## config.mk

```make
export PLATFORM = sky130hd
export DESIGN_NAME = osc_param_block
export DESIGN_NICKNAME = d
export VERILOG_FILES = /design/src/osc_param_pkg.sv /design/src/osc_param_block.sv /design/src/osc_param_store.sv
export SDC_FILE = /design/constraint.sdc
export NUM_CORES = 2
export LEC_CHECK = 0
export ABC_AREA = 1
export BUFFER_PORTS_ARGS = -buffer_cell sky130_fd_sc_hd__buf_4
export CORE_MARGIN = 3
export CORE_UTILIZATION = 54
export CTS_CLUSTER_DIAMETER = 100
export DETAILED_ROUTE_END_ITERATION = 8
export GPL_TIMING_DRIVEN = 1
export PLACE_DENSITY = 0.8
export SYNTH_ARGS = -nofsm -noshare
export SYNTH_HDL_FRONTEND = slang
export SYNTH_SLANG_ARGS = --single-unit
```

## constraint.sdc

```tcl
create_clock -name core_clk_in -period 13.57 [get_ports core_clk_in]
set_clock_uncertainty 0.2 [all_clocks]
set_input_delay 0.6785 -clock core_clk_in [delete_from_list [all_inputs] [get_ports core_clk_in]]
set_output_delay 0.6785 -clock core_clk_in [all_outputs]
set_load 0.03 [all_outputs]
```

## src/osc_param_pkg.sv

```systemverilog
// Constants and types for the per-oscillator parameter block
// Overview of operation
// - Each oscillator owns a 24-byte host-written parameter block; control byte at offset 0.
// - An all-zero control byte stops the oscillator completely.
// - Type bits 6-7: 01 8-bit samples, 10 16-bit samples, 11 extended opcode.
// - With type 11, frequency high bits 7-4 pick the opcode; 0100 is wavetable.
// - Control bits 0-3 set the variable filter quality factor.
// - Control bit 4 feeds the chosen effects channel and the next, wrapping 3 to 0.
// - Control bit 5 halves oscillators 0-47; 48-63 always run full rate.
// - Frequency low bits 0-1 pick envelope: amplitude, tremolo, filter, pan.
// - Sample loop frequency is 22-bit signed; negative plays backwards.
// - Wavetable frequency is 18-bit unsigned, top four from frequency high bits 0-3.
// - Each output sample adds frequency to phase and 16-bit pointer.
// - Output interpolates current and next sample using phase plus eight extra bits.
// - Pointer high byte drives address 16-23 and never changes during the note.
// - With bus mastering on, pointer high bit 7 sends fetches to host memory.
// - Middle and low pointer bytes form a 16-bit sample index.
// - Endpoint low bits 0-1 hold envelope state, or tremolo enable and polarity.
// - Endpoint low bits 2-3 set wavetable spacing 64, 128, 256 or 512.
// - Table advance off: loop table, jump to endpoint table after its last sample.
// - Table advance on: step through every table up to the endpoint, then loop.
// - Sample loop subtracts loop length from pointer after playing the endpoint.
// - Sample loop endpoint compares only low bits 2-7, so ends on multiples of four.
// - Loop length low bits 0-1 set wavetable size; software writes other bits zero.
package osc_param_pkg;

    // ------------------------------------------------------------
    // Block layout
    // ------------------------------------------------------------
    localparam int unsigned BLOCK_BYTES = 24;
    localparam int unsigned REG_BYTES   = 13;
    localparam int unsigned RAM_BYTES   = 11;

    localparam logic [4:0] OFS_CONTROL   = 5'h00;
    localparam logic [4:0] OFS_FREQ_LO   = 5'h01;
    localparam logic [4:0] OFS_FREQ_MID  = 5'h02;
    localparam logic [4:0] OFS_FREQ_HI   = 5'h03;
    localparam logic [4:0] OFS_PHASE     = 5'h04;
    localparam logic [4:0] OFS_PTR_HI    = 5'h05;
    localparam logic [4:0] OFS_PTR_LO    = 5'h06;
    localparam logic [4:0] OFS_PTR_MID   = 5'h07;
    localparam logic [4:0] OFS_END_LO    = 5'h08;
    localparam logic [4:0] OFS_END_HI    = 5'h09;
    localparam logic [4:0] OFS_LEN_LO    = 5'h0A;
    localparam logic [4:0] OFS_LEN_HI    = 5'h0B;
    localparam logic [4:0] OFS_EFFECT    = 5'h0C;
    localparam logic [4:0] OFS_RAM_FIRST = 5'h0D;

    localparam logic [7:0] BYTE_RESET    = 8'h00;

    // ------------------------------------------------------------
    // Field positions
    // ------------------------------------------------------------
    localparam int unsigned CTL_DUAL_BIT  = 4;
    localparam int unsigned CTL_HALF_BIT  = 5;
    localparam int unsigned END_AWS_BIT   = 4;
    localparam int unsigned PTR_HOST_BIT  = 7;

    localparam logic [1:0] TYPE_PCM8     = 2'h1;
    localparam logic [1:0] TYPE_PCM16    = 2'h2;
    localparam logic [1:0] TYPE_EXTENDED = 2'h3;
    localparam logic [3:0] OPCODE_WAVETABLE = 4'h4;

    localparam logic [5:0] HALF_RATE_LIMIT = 6'h30;
    localparam logic [9:0] TABLE_UNIT      = 10'h040;

    typedef enum logic [1:0] {
        ENV_AMPLITUDE = 2'b00,
        ENV_TREMOLO   = 2'b01,
        ENV_FILTER    = 2'b10,
        ENV_PAN       = 2'b11
    } envelope_kind_t;

    function automatic logic [9:0] table_span(input logic [1:0] code);
        table_span = TABLE_UNIT << code;
    endfunction : table_span

endpackage : osc_param_pkg

```

## src/osc_param_block.sv

```systemverilog
// Sample-loop and wavetable oscillator: parameter block, pointer engine, interpolation
//
// Implementation choice: the plain strobed port.
`timescale 1ns/1ps
`default_nettype none
module osc_param_block
    import osc_param_pkg::*;
(
    // Clock, reset, enable
    input  wire logic        core_clk_in,
    input  wire logic        rst_b_in,
    input  wire logic        ce_in,
    // Register port
    input  wire logic [4:0]  reg_addr_in,
    input  wire logic [7:0]  reg_wdata_in,
    input  wire logic        reg_wr_in,
    input  wire logic        reg_rd_in,
    output logic      [7:0]  reg_rdata_out,
    // System settings
    input  wire logic [5:0]  osc_index_in,
    input  wire logic        bus_master_enable_in,
    // Envelope engine flag update
    input  wire logic        env_flags_we_in,
    input  wire logic [1:0]  env_flags_in,
    // Sample stream
    input  wire logic        sample_tick_in,
    input  wire logic [15:0] sample_now_in,
    input  wire logic [15:0] sample_next_in,
    output logic      [23:0] wave_addr_out,
    output logic             host_memory_fetch_enable_out,
    output logic      [15:0] sample_out,
    output logic             sample_valid_out,
    // Oscillator mode
    output logic             osc_active_out,
    output logic             sample_width16_out,
    output logic             wavetable_mode_out,
    output logic             half_rate_out,
    output logic      [3:0]  filter_q_out,
    output logic      [1:0]  envelope_kind_select_out,
    output logic      [1:0]  effect_primary_out,
    output logic      [1:0]  effect_secondary_out,
    output logic             effect_dual_out
);

    typedef struct packed {
        logic [REG_BYTES-1:0][7:0] bytes;
        logic [7:0]                rd_data;
        logic                      rd_from_store;
        logic [15:0]               now_q;
        logic [15:0]               next_q;
        logic [15:0]               frac_q;
        logic                      load;
        logic [15:0]               sample;
        logic                      valid;
        logic [7:0]                smooth;
    } osc_state_t;

    osc_state_t state;
    osc_state_t next_state;

    logic [7:0] store_rdata;
    logic       store_wr;

    // ------------------------------------------------------------
    // Field views
    // ------------------------------------------------------------
    logic [7:0]  ctl;
    logic [1:0]  osc_type;
    logic        osc_on;
    logic        wt_mode;
    logic        loop_mode;
    logic [15:0] ptr;
    logic [31:0] pos;
    logic [31:0] step;
    logic [15:0] end_loop;
    logic [15:0] end_table;
    logic [15:0] loop_len;
    logic [15:0] tsize;
    logic [15:0] ispan;
    logic        automatic_table_advance;

    assign ctl       = state.bytes[OFS_CONTROL];
    assign osc_type  = ctl[7:6];
    assign osc_on    = (ctl != BYTE_RESET);
    assign wt_mode   = osc_on && (osc_type == TYPE_EXTENDED)
                       && (state.bytes[OFS_FREQ_HI][7:4] == OPCODE_WAVETABLE);
    assign loop_mode = osc_on && ((osc_type == TYPE_PCM8) || (osc_type == TYPE_PCM16));
    assign ptr       = {state.bytes[OFS_PTR_MID], state.bytes[OFS_PTR_LO]};
    assign pos       = {ptr, state.bytes[OFS_PHASE], state.smooth};
    assign end_loop  = {state.bytes[OFS_END_HI], state.bytes[OFS_END_LO][7:2], 2'b00};
    assign loop_len  = {state.bytes[OFS_LEN_HI], state.bytes[OFS_LEN_LO]};
    assign tsize     = {6'h00, table_span(state.bytes[OFS_LEN_LO][1:0])};
    assign ispan     = {6'h00, table_span(state.bytes[OFS_END_LO][3:2])};
    assign automatic_table_advance       = state.bytes[OFS_END_LO][END_AWS_BIT];
    assign end_table = {state.bytes[OFS_END_HI], state.bytes[OFS_END_LO][7:5], 5'h00}
                       & ~(ispan - 16'h0001);

    // Frequency lines up with the lowest smoothing bit of the position
    always_comb
    begin
        if (wt_mode)
            step = {14'h0000, state.bytes[OFS_FREQ_HI][3:0],
                    state.bytes[OFS_FREQ_MID], state.bytes[OFS_FREQ_LO][7:2]};
        else
            step = {{10{state.bytes[OFS_FREQ_HI][7]}}, state.bytes[OFS_FREQ_HI],
                    state.bytes[OFS_FREQ_MID], state.bytes[OFS_FREQ_LO][7:2]};
    end

    // ------------------------------------------------------------
    // Pointer engine
    // ------------------------------------------------------------
    logic [31:0] sum;
    logic [15:0] new_ptr;
    logic [15:0] offset;
    logic [15:0] new_offset;
    logic [15:0] base;
    logic [15:0] new_base;

    always_comb
    begin
        sum        = pos + step;
        new_ptr    = sum[31:16];
        offset     = ptr & (tsize - 16'h0001);
        base       = ptr & ~(tsize - 16'h0001);
        new_offset = offset + (new_ptr - ptr);
        new_base   = base;
        if (wt_mode)
        begin
            if (new_offset >= tsize)
            begin
                // Table end reached: decide which table plays next
                new_offset = new_offset - tsize;
                if (!automatic_table_advance)
                    new_base = end_table;
                else if (base != end_table)
                    new_base = base + ispan;
                else
                    new_base = base;
            end
            new_ptr = new_base + new_offset;
        end
        else if (!step[31])
        begin
            if ((ptr <= end_loop) && (new_ptr > end_loop))
                new_ptr = new_ptr - loop_len;
        end
        else
        begin
            // Reverse play loops back the other way across the endpoint
            if ((ptr >= end_loop) && (new_ptr < end_loop))
                new_ptr = new_ptr + loop_len;
        end
    end

    // ------------------------------------------------------------
    // State update
    // ------------------------------------------------------------
    logic advance;

    assign advance  = sample_tick_in && (wt_mode || loop_mode);
    assign store_wr = reg_wr_in && (reg_addr_in >= OFS_RAM_FIRST)
                      && (reg_addr_in < 5'(BLOCK_BYTES));

    always_comb
    begin
        next_state       = state;
        next_state.load  = 1'b0;
        next_state.valid = state.load;
        if (advance)
        begin
            // Latch samples and fraction before the pointer moves on
            next_state.now_q  = sample_now_in;
            next_state.next_q = sample_next_in;
            next_state.frac_q = {state.bytes[OFS_PHASE], state.smooth};
            next_state.load   = 1'b1;
            next_state.bytes[OFS_PTR_LO]  = new_ptr[7:0];
            next_state.bytes[OFS_PTR_MID] = new_ptr[15:8];
            next_state.bytes[OFS_PHASE]   = sum[15:8];
            next_state.smooth             = sum[7:0];
        end
        if (env_flags_we_in)
            next_state.bytes[OFS_END_LO][1:0] = env_flags_in;
        // Host writes land last so they override the engine
        if (reg_wr_in && (reg_addr_in < OFS_RAM_FIRST))
        begin
            next_state.bytes[reg_addr_in[3:0]] = reg_wdata_in;
            if (reg_addr_in == OFS_PHASE)
                next_state.smooth = BYTE_RESET;
        end
        next_state.rd_from_store = reg_rd_in && (reg_addr_in >= OFS_RAM_FIRST)
                                   && (reg_addr_in < 5'(BLOCK_BYTES));
        if (reg_rd_in && (reg_addr_in < OFS_RAM_FIRST))
            next_state.rd_data = state.bytes[reg_addr_in[3:0]];
        else
            next_state.rd_data = BYTE_RESET;
        if (state.load)
            next_state.sample = interp(state.now_q, state.next_q, state.frac_q, ctl[7:6]);
    end

    // Piecewise linear blend; narrow samples sit in the low byte
    function automatic logic [15:0] interp(input logic [15:0] a_raw,
                                           input logic [15:0] b_raw,
                                           input logic [15:0] frac,
                                           input logic [1:0]  kind);
        logic signed [16:0] a;
        logic signed [16:0] b;
        logic signed [16:0] diff;
        logic signed [33:0] prod;
        logic signed [17:0] res;
        a    = (kind == TYPE_PCM8) ? {a_raw[7], a_raw[7:0], 8'h00} : {a_raw[15], a_raw};
        b    = (kind == TYPE_PCM8) ? {b_raw[7], b_raw[7:0], 8'h00} : {b_raw[15], b_raw};
        diff = b - a;
        prod = diff * $signed({1'b0, frac});
        res  = {a[16], a} + prod[33:16];
        interp = res[15:0];
    endfunction : interp

    always_ff @(posedge core_clk_in)
    begin
        if (!rst_b_in)
            state <= '0;
        else if (ce_in)
            state <= next_state;
    end

    osc_param_store u_store (
        .core_clk_in (core_clk_in),
        .rst_b_in    (rst_b_in),
        .ce_in       (ce_in),
        .wr_en_in    (store_wr),
        .wr_addr_in  (4'(reg_addr_in - OFS_RAM_FIRST)),
        .wr_data_in  (reg_wdata_in),
        .rd_addr_in  (4'(reg_addr_in - OFS_RAM_FIRST)),
        .rd_data_out (store_rdata)
    );

    // ------------------------------------------------------------
    // Outputs
    // ------------------------------------------------------------
    logic [1:0] eff_ch;

    assign eff_ch = state.bytes[OFS_EFFECT][7:6];

    assign reg_rdata_out  = state.rd_from_store ? store_rdata : state.rd_data;
    assign wave_addr_out  = {state.bytes[OFS_PTR_HI], ptr};
    assign host_memory_fetch_enable_out = bus_master_enable_in
                                          && state.bytes[OFS_PTR_HI][PTR_HOST_BIT];
    assign sample_out         = osc_on ? state.sample : 16'h0000;
    assign sample_valid_out   = state.valid && osc_on;
    assign osc_active_out     = wt_mode || loop_mode;
    assign sample_width16_out = (osc_type == TYPE_PCM16);
    assign wavetable_mode_out = wt_mode;
    assign half_rate_out      = ctl[CTL_HALF_BIT] && (osc_index_in < HALF_RATE_LIMIT);
    assign filter_q_out       = ctl[3:0];
    assign envelope_kind_select_out = state.bytes[OFS_FREQ_LO][1:0];
    assign effect_primary_out   = eff_ch;
    assign effect_secondary_out = eff_ch + 2'h1;
    assign effect_dual_out      = osc_on && ctl[CTL_DUAL_BIT];

endmodule : osc_param_block
`default_nettype wire

```

## src/osc_param_store.sv

```systemverilog
// Byte store for the upper parameter bytes that the engine does not use
`timescale 1ns/1ps
`default_nettype none
module osc_param_store
    import osc_param_pkg::*;
(
    // Clock and reset
    input  wire logic       core_clk_in,
    input  wire logic       rst_b_in,
    input  wire logic       ce_in,
    // Access
    input  wire logic       wr_en_in,
    input  wire logic [3:0] wr_addr_in,
    input  wire logic [7:0] wr_data_in,
    input  wire logic [3:0] rd_addr_in,
    output logic      [7:0] rd_data_out
);

    typedef struct packed {
        logic [RAM_BYTES-1:0][7:0] mem;
        logic [7:0]                rd_data;
    } store_state_t;

    store_state_t state;
    store_state_t next_state;

    always_comb
    begin
        next_state = state;
        if (rd_addr_in < 4'(RAM_BYTES))
            next_state.rd_data = state.mem[rd_addr_in];
        else
            next_state.rd_data = BYTE_RESET;
        if (wr_en_in && (wr_addr_in < 4'(RAM_BYTES)))
            next_state.mem[wr_addr_in] = wr_data_in;
    end

    always_ff @(posedge core_clk_in)
    begin
        if (!rst_b_in)
            state <= '0;
        else if (ce_in)
            state <= next_state;
    end

    assign rd_data_out = state.rd_data;

endmodule : osc_param_store
`default_nettype wire

```

==> results by group <==
Synthesis
  – Adder and majority cell fraction of the synthesized area: 28.4%
  – Yosys Warn Count: 0
  – Largest area contributor in the netlist: dfxtp_1
  – Synth Area in Simple Gates: 16.6%
  – Asr flop ratio synth: 0%
  – Synth area leaders: dfxtp_1 19%, fa_1 18%, ha_1 10%, inv_1 8.9%, a21oi_1 8.5%
  – Mapped cell area: 30100 um^2
  – Xor and xnor area share after synthesis: 3.50%
  – Post-Synthesis Net Count: 4784
  – Cells after Synth: 4203
  – Synth Area in Compound Gates: 19.7%
  – Post-synth EDFFs: 0
  – Register area share after synthesis: 18.8%
  – Post-synthesis mux area share: 0.437%
  – Post-synth top area share: 18.8%
  – Synth Area per Inst: 7.16 um^2
  – Synthesized flop and latch total: 283
  – Unique masters post-synth: 59
  – Post-synth top flop: dfxtp_1
  – Largest family of logic cells by synthesized area: adder cells

Timing
  – Slew Limit Fails: 0
  – Fin crit period: 12.39 ns
  – Final setup TNS: 0 ns
  – Post-route setup slack: 1.18 ns
  – Final worst-path cycle share: 91.3%
  – Maximum clock rate: 80.7 MHz
  – Unrepaired setup endpoints after global routing: false
  – Setup violators final: 0
  – Slew @ Worst Pin: 1.16 ns
  – Relative slew slack: 22.4%
  – Final hold vios: 0

Global routing
  – Largest net degree at the start of global routing: 97
  – Initial antenna violation count: 2
  – First-pass GRT wire length: 143000 um
  – Total gr overflow: 0
  – Tot GR Track Use: 30.0%
  – Number of global-route vias before repair: 26700

Placed design
  – Post-DP HPWL: 68400 um
  – Placed Cells: 4871
  – GPL Wtd Cong: 1.00
  – Pre-CTS setup slack: 1.31 ns
  – Port bufs: 121

Pwr
  – Sequential power share: 38.9%
  – Leakage: 15.7 nW
  – Pwr Total: 2.17 mW
  – Cell-internal power: 1.48 mW
  – Power Density: 67.4 nW/um^2
  – Worst ir drop on vdd: 110 uV
  – Sw Pwr: 0.686 mW
  – Clock share of power: 40.3%
  – Combinational power share: 20.8%
  – Switching Fraction: 31.6%

CTS
  – Total CTS buffers: 30
  – Root buf cell: clkbuf_16
  – Clock tree buffer depth: 3
  – Hold Buf Count CTS: 0
  – Post_cts resized: 0
  – CTS H-tree lvls: 1
  – Postcts setup bufs: 0
  – Worst-Skew Late Latency: 0.60 ns
  – CTS tree: done
  – Clock slew at reported path FFs: 0.06 ns
  – # clock sinks: 283

Cells and area
  – Share of layout cells above drive strength 1: 6.84%
  – Filler Cell Count: 5059
  – Non-Filler Instances: 4922
  – Antenna diodes: 0
  – Commonest cells after routing, fill and taps aside: 714 x inv_1, 653 x nand2_1, 511 x a21oi_1
  – Fin nets: 4745
  – Area grow syn2layout: 6.98%
  – Most common cell after layout, fill and taps aside: inv_1

Setup path
  – CP Capture Type: flip-flop
  – Data arrival time of the worst path: 12.67 ns
  – Worst EP required: 13.85 ns
  – FF-to-FF End: state[23]
  – Worst path max stage delay: 0.82 ns
  – Worst Setup EP: state[23]
  – Critical setup path kind: flip-flop to flip-flop
  – CP Max Fanout: 19
  – R2R setup slack: 1.18 ns
  – Launching point of the worst reg2reg path: ctl[7]
  – Worst path slowest cell: xor2_1
  – Crit path launch type: flip-flop
  – Most used cell along the critical path: inv_1
  – Path depth of the worst reg2reg path: 50
  – Worst Setup SP: ctl[7]

Flow run
  – Max Cap Violations: 0

Floorplan
  – Core Footprint: 54500 um^2
  – Io pins: 126
  – Initial Util: 55.3%
  – Site Rows: 85
  – Die Y: 242 um
  – Full die area: 58600 um^2
  – DIE WIDTH: 242 um

Drt
  – Drt pass-1 iters: 7
  – Routed length per placed instance: 18.4 um
  – Vias: 28200
  – DR vias/cell: 5.74
  – Drc violations: 0
  – Post-Route WL: 90400 um
  – Starting DRT DRC Count: 3061
  – Routed Antenna Nets: 0

Run status
  – Outcome: finished, final reports clean

Min path
  – Worst hold path type: input pin to flip-flop
==> critical path: cells and delay by family (launching register included) <==
family	cells	cell delay, ns
flip-flops	1	0.33
XOR/XNOR	3	1.29
AO/OA/AOI/OAI	16	3.14
AND/OR/NAND/NOR	10	1.05
adder cells (fa/ha/maj)	12	5.25
buffers and inverters	9	0.98
==> registers in the layout, indices dropped and copies added, names as in the netlist <==
name	count
automatic_table_advance	1
ctl	8
effect_primary_out	2
end_loop	13
envelope_kind_select_out	2
loop_len	16
next_state	1
pos	16
state	104
u_store.rd_data_out	8
u_store.state	88
wave_addr_out	24
==> cells in the mapped netlist (all sizes together) (47+ instances only) <==
cell    count
ha        247
fa        273
nand3      88
clkbuf    177
a21oi     514
dfxtp     283
xor2       79
inv       722
nand2     671
nor2      360
o21ai     424
o211ai     47
==> power groups by stage <==
stage / Combinational, mW / Sequential (mW) / Clock [mW]
2_1_floorplan: 0.309 / 0.859 / 0
3_3_place_gp: 0.429 / 0.862 / 0
3_5_place_dp: 0.433 / 0.862 / 0
4_1_cts: 0.436 / 0.844 / 0.873
5_1_grt: 0.489 / 0.844 / 0.908
6_report: 0.451 / 0.844 / 0.873
==> per-stage QoR <==
step	utilization (%)	cell area, um^2	hold slack [ns]
6_report	59.1	32200	0.158
5_1_grt	59.1	32200	0.162
4_1_cts	59.1	32200	0.136
3_5_place_dp	57.2	31200	0.245
3_3_place_gp	57.2	31200	0.236
2_1_floorplan	-	30100	0.224
==> worst min path at each step <==
stage                           start        end  slack [ns]  depth (start not counted)
detailed placement          state[56]  state[56]        0.25                          2
finish              sample_next_in[9]  state[51]        0.16                          3
global placement            state[55]  state[55]        0.24                          2
CTS                  sample_now_in[6]  state[64]        0.14                          3
floorplan                   state[50]  state[50]        0.22                          2
global route        sample_now_in[11]  state[69]        0.16                          3
==> metal layers <==
metal / vias up / GRT usage [%] / share of wire, %
li1: 13400 / - / -
met5: - / 0 / 0.038
met1: 13200 / 41.8 / 42
met4: 2 / 10.9 / 4.0
met3: 268 / 5.11 / 10
met2: 1411 / 46.9 / 44
==> layout make-up <==
cell class / count / area [um^2] / share of cell area [%]
sequential: 283 / 5670 / 17.6
inverter: 743 / 2790 / 8.66
multi-input combinational: 2958 / 20700 / 64.2
timing repair buffer: 148 / 1110 / 3.45
clock buffer: 41 / 842 / 2.62
tap: 739 / 925 / 2.87
clock inverter: 10 / 186 / 0.579
==> cell families after synthesis <==
group	after synthesis
muxes	12
buffers and inverters	962
adders and majority gates	520
and+or+nand+nor	1212
DFF	283
AOI/OAI and AO/OA	1096
xor gates and xnor gates	118
Note: power is estimated with default switching activity, not from simulation.
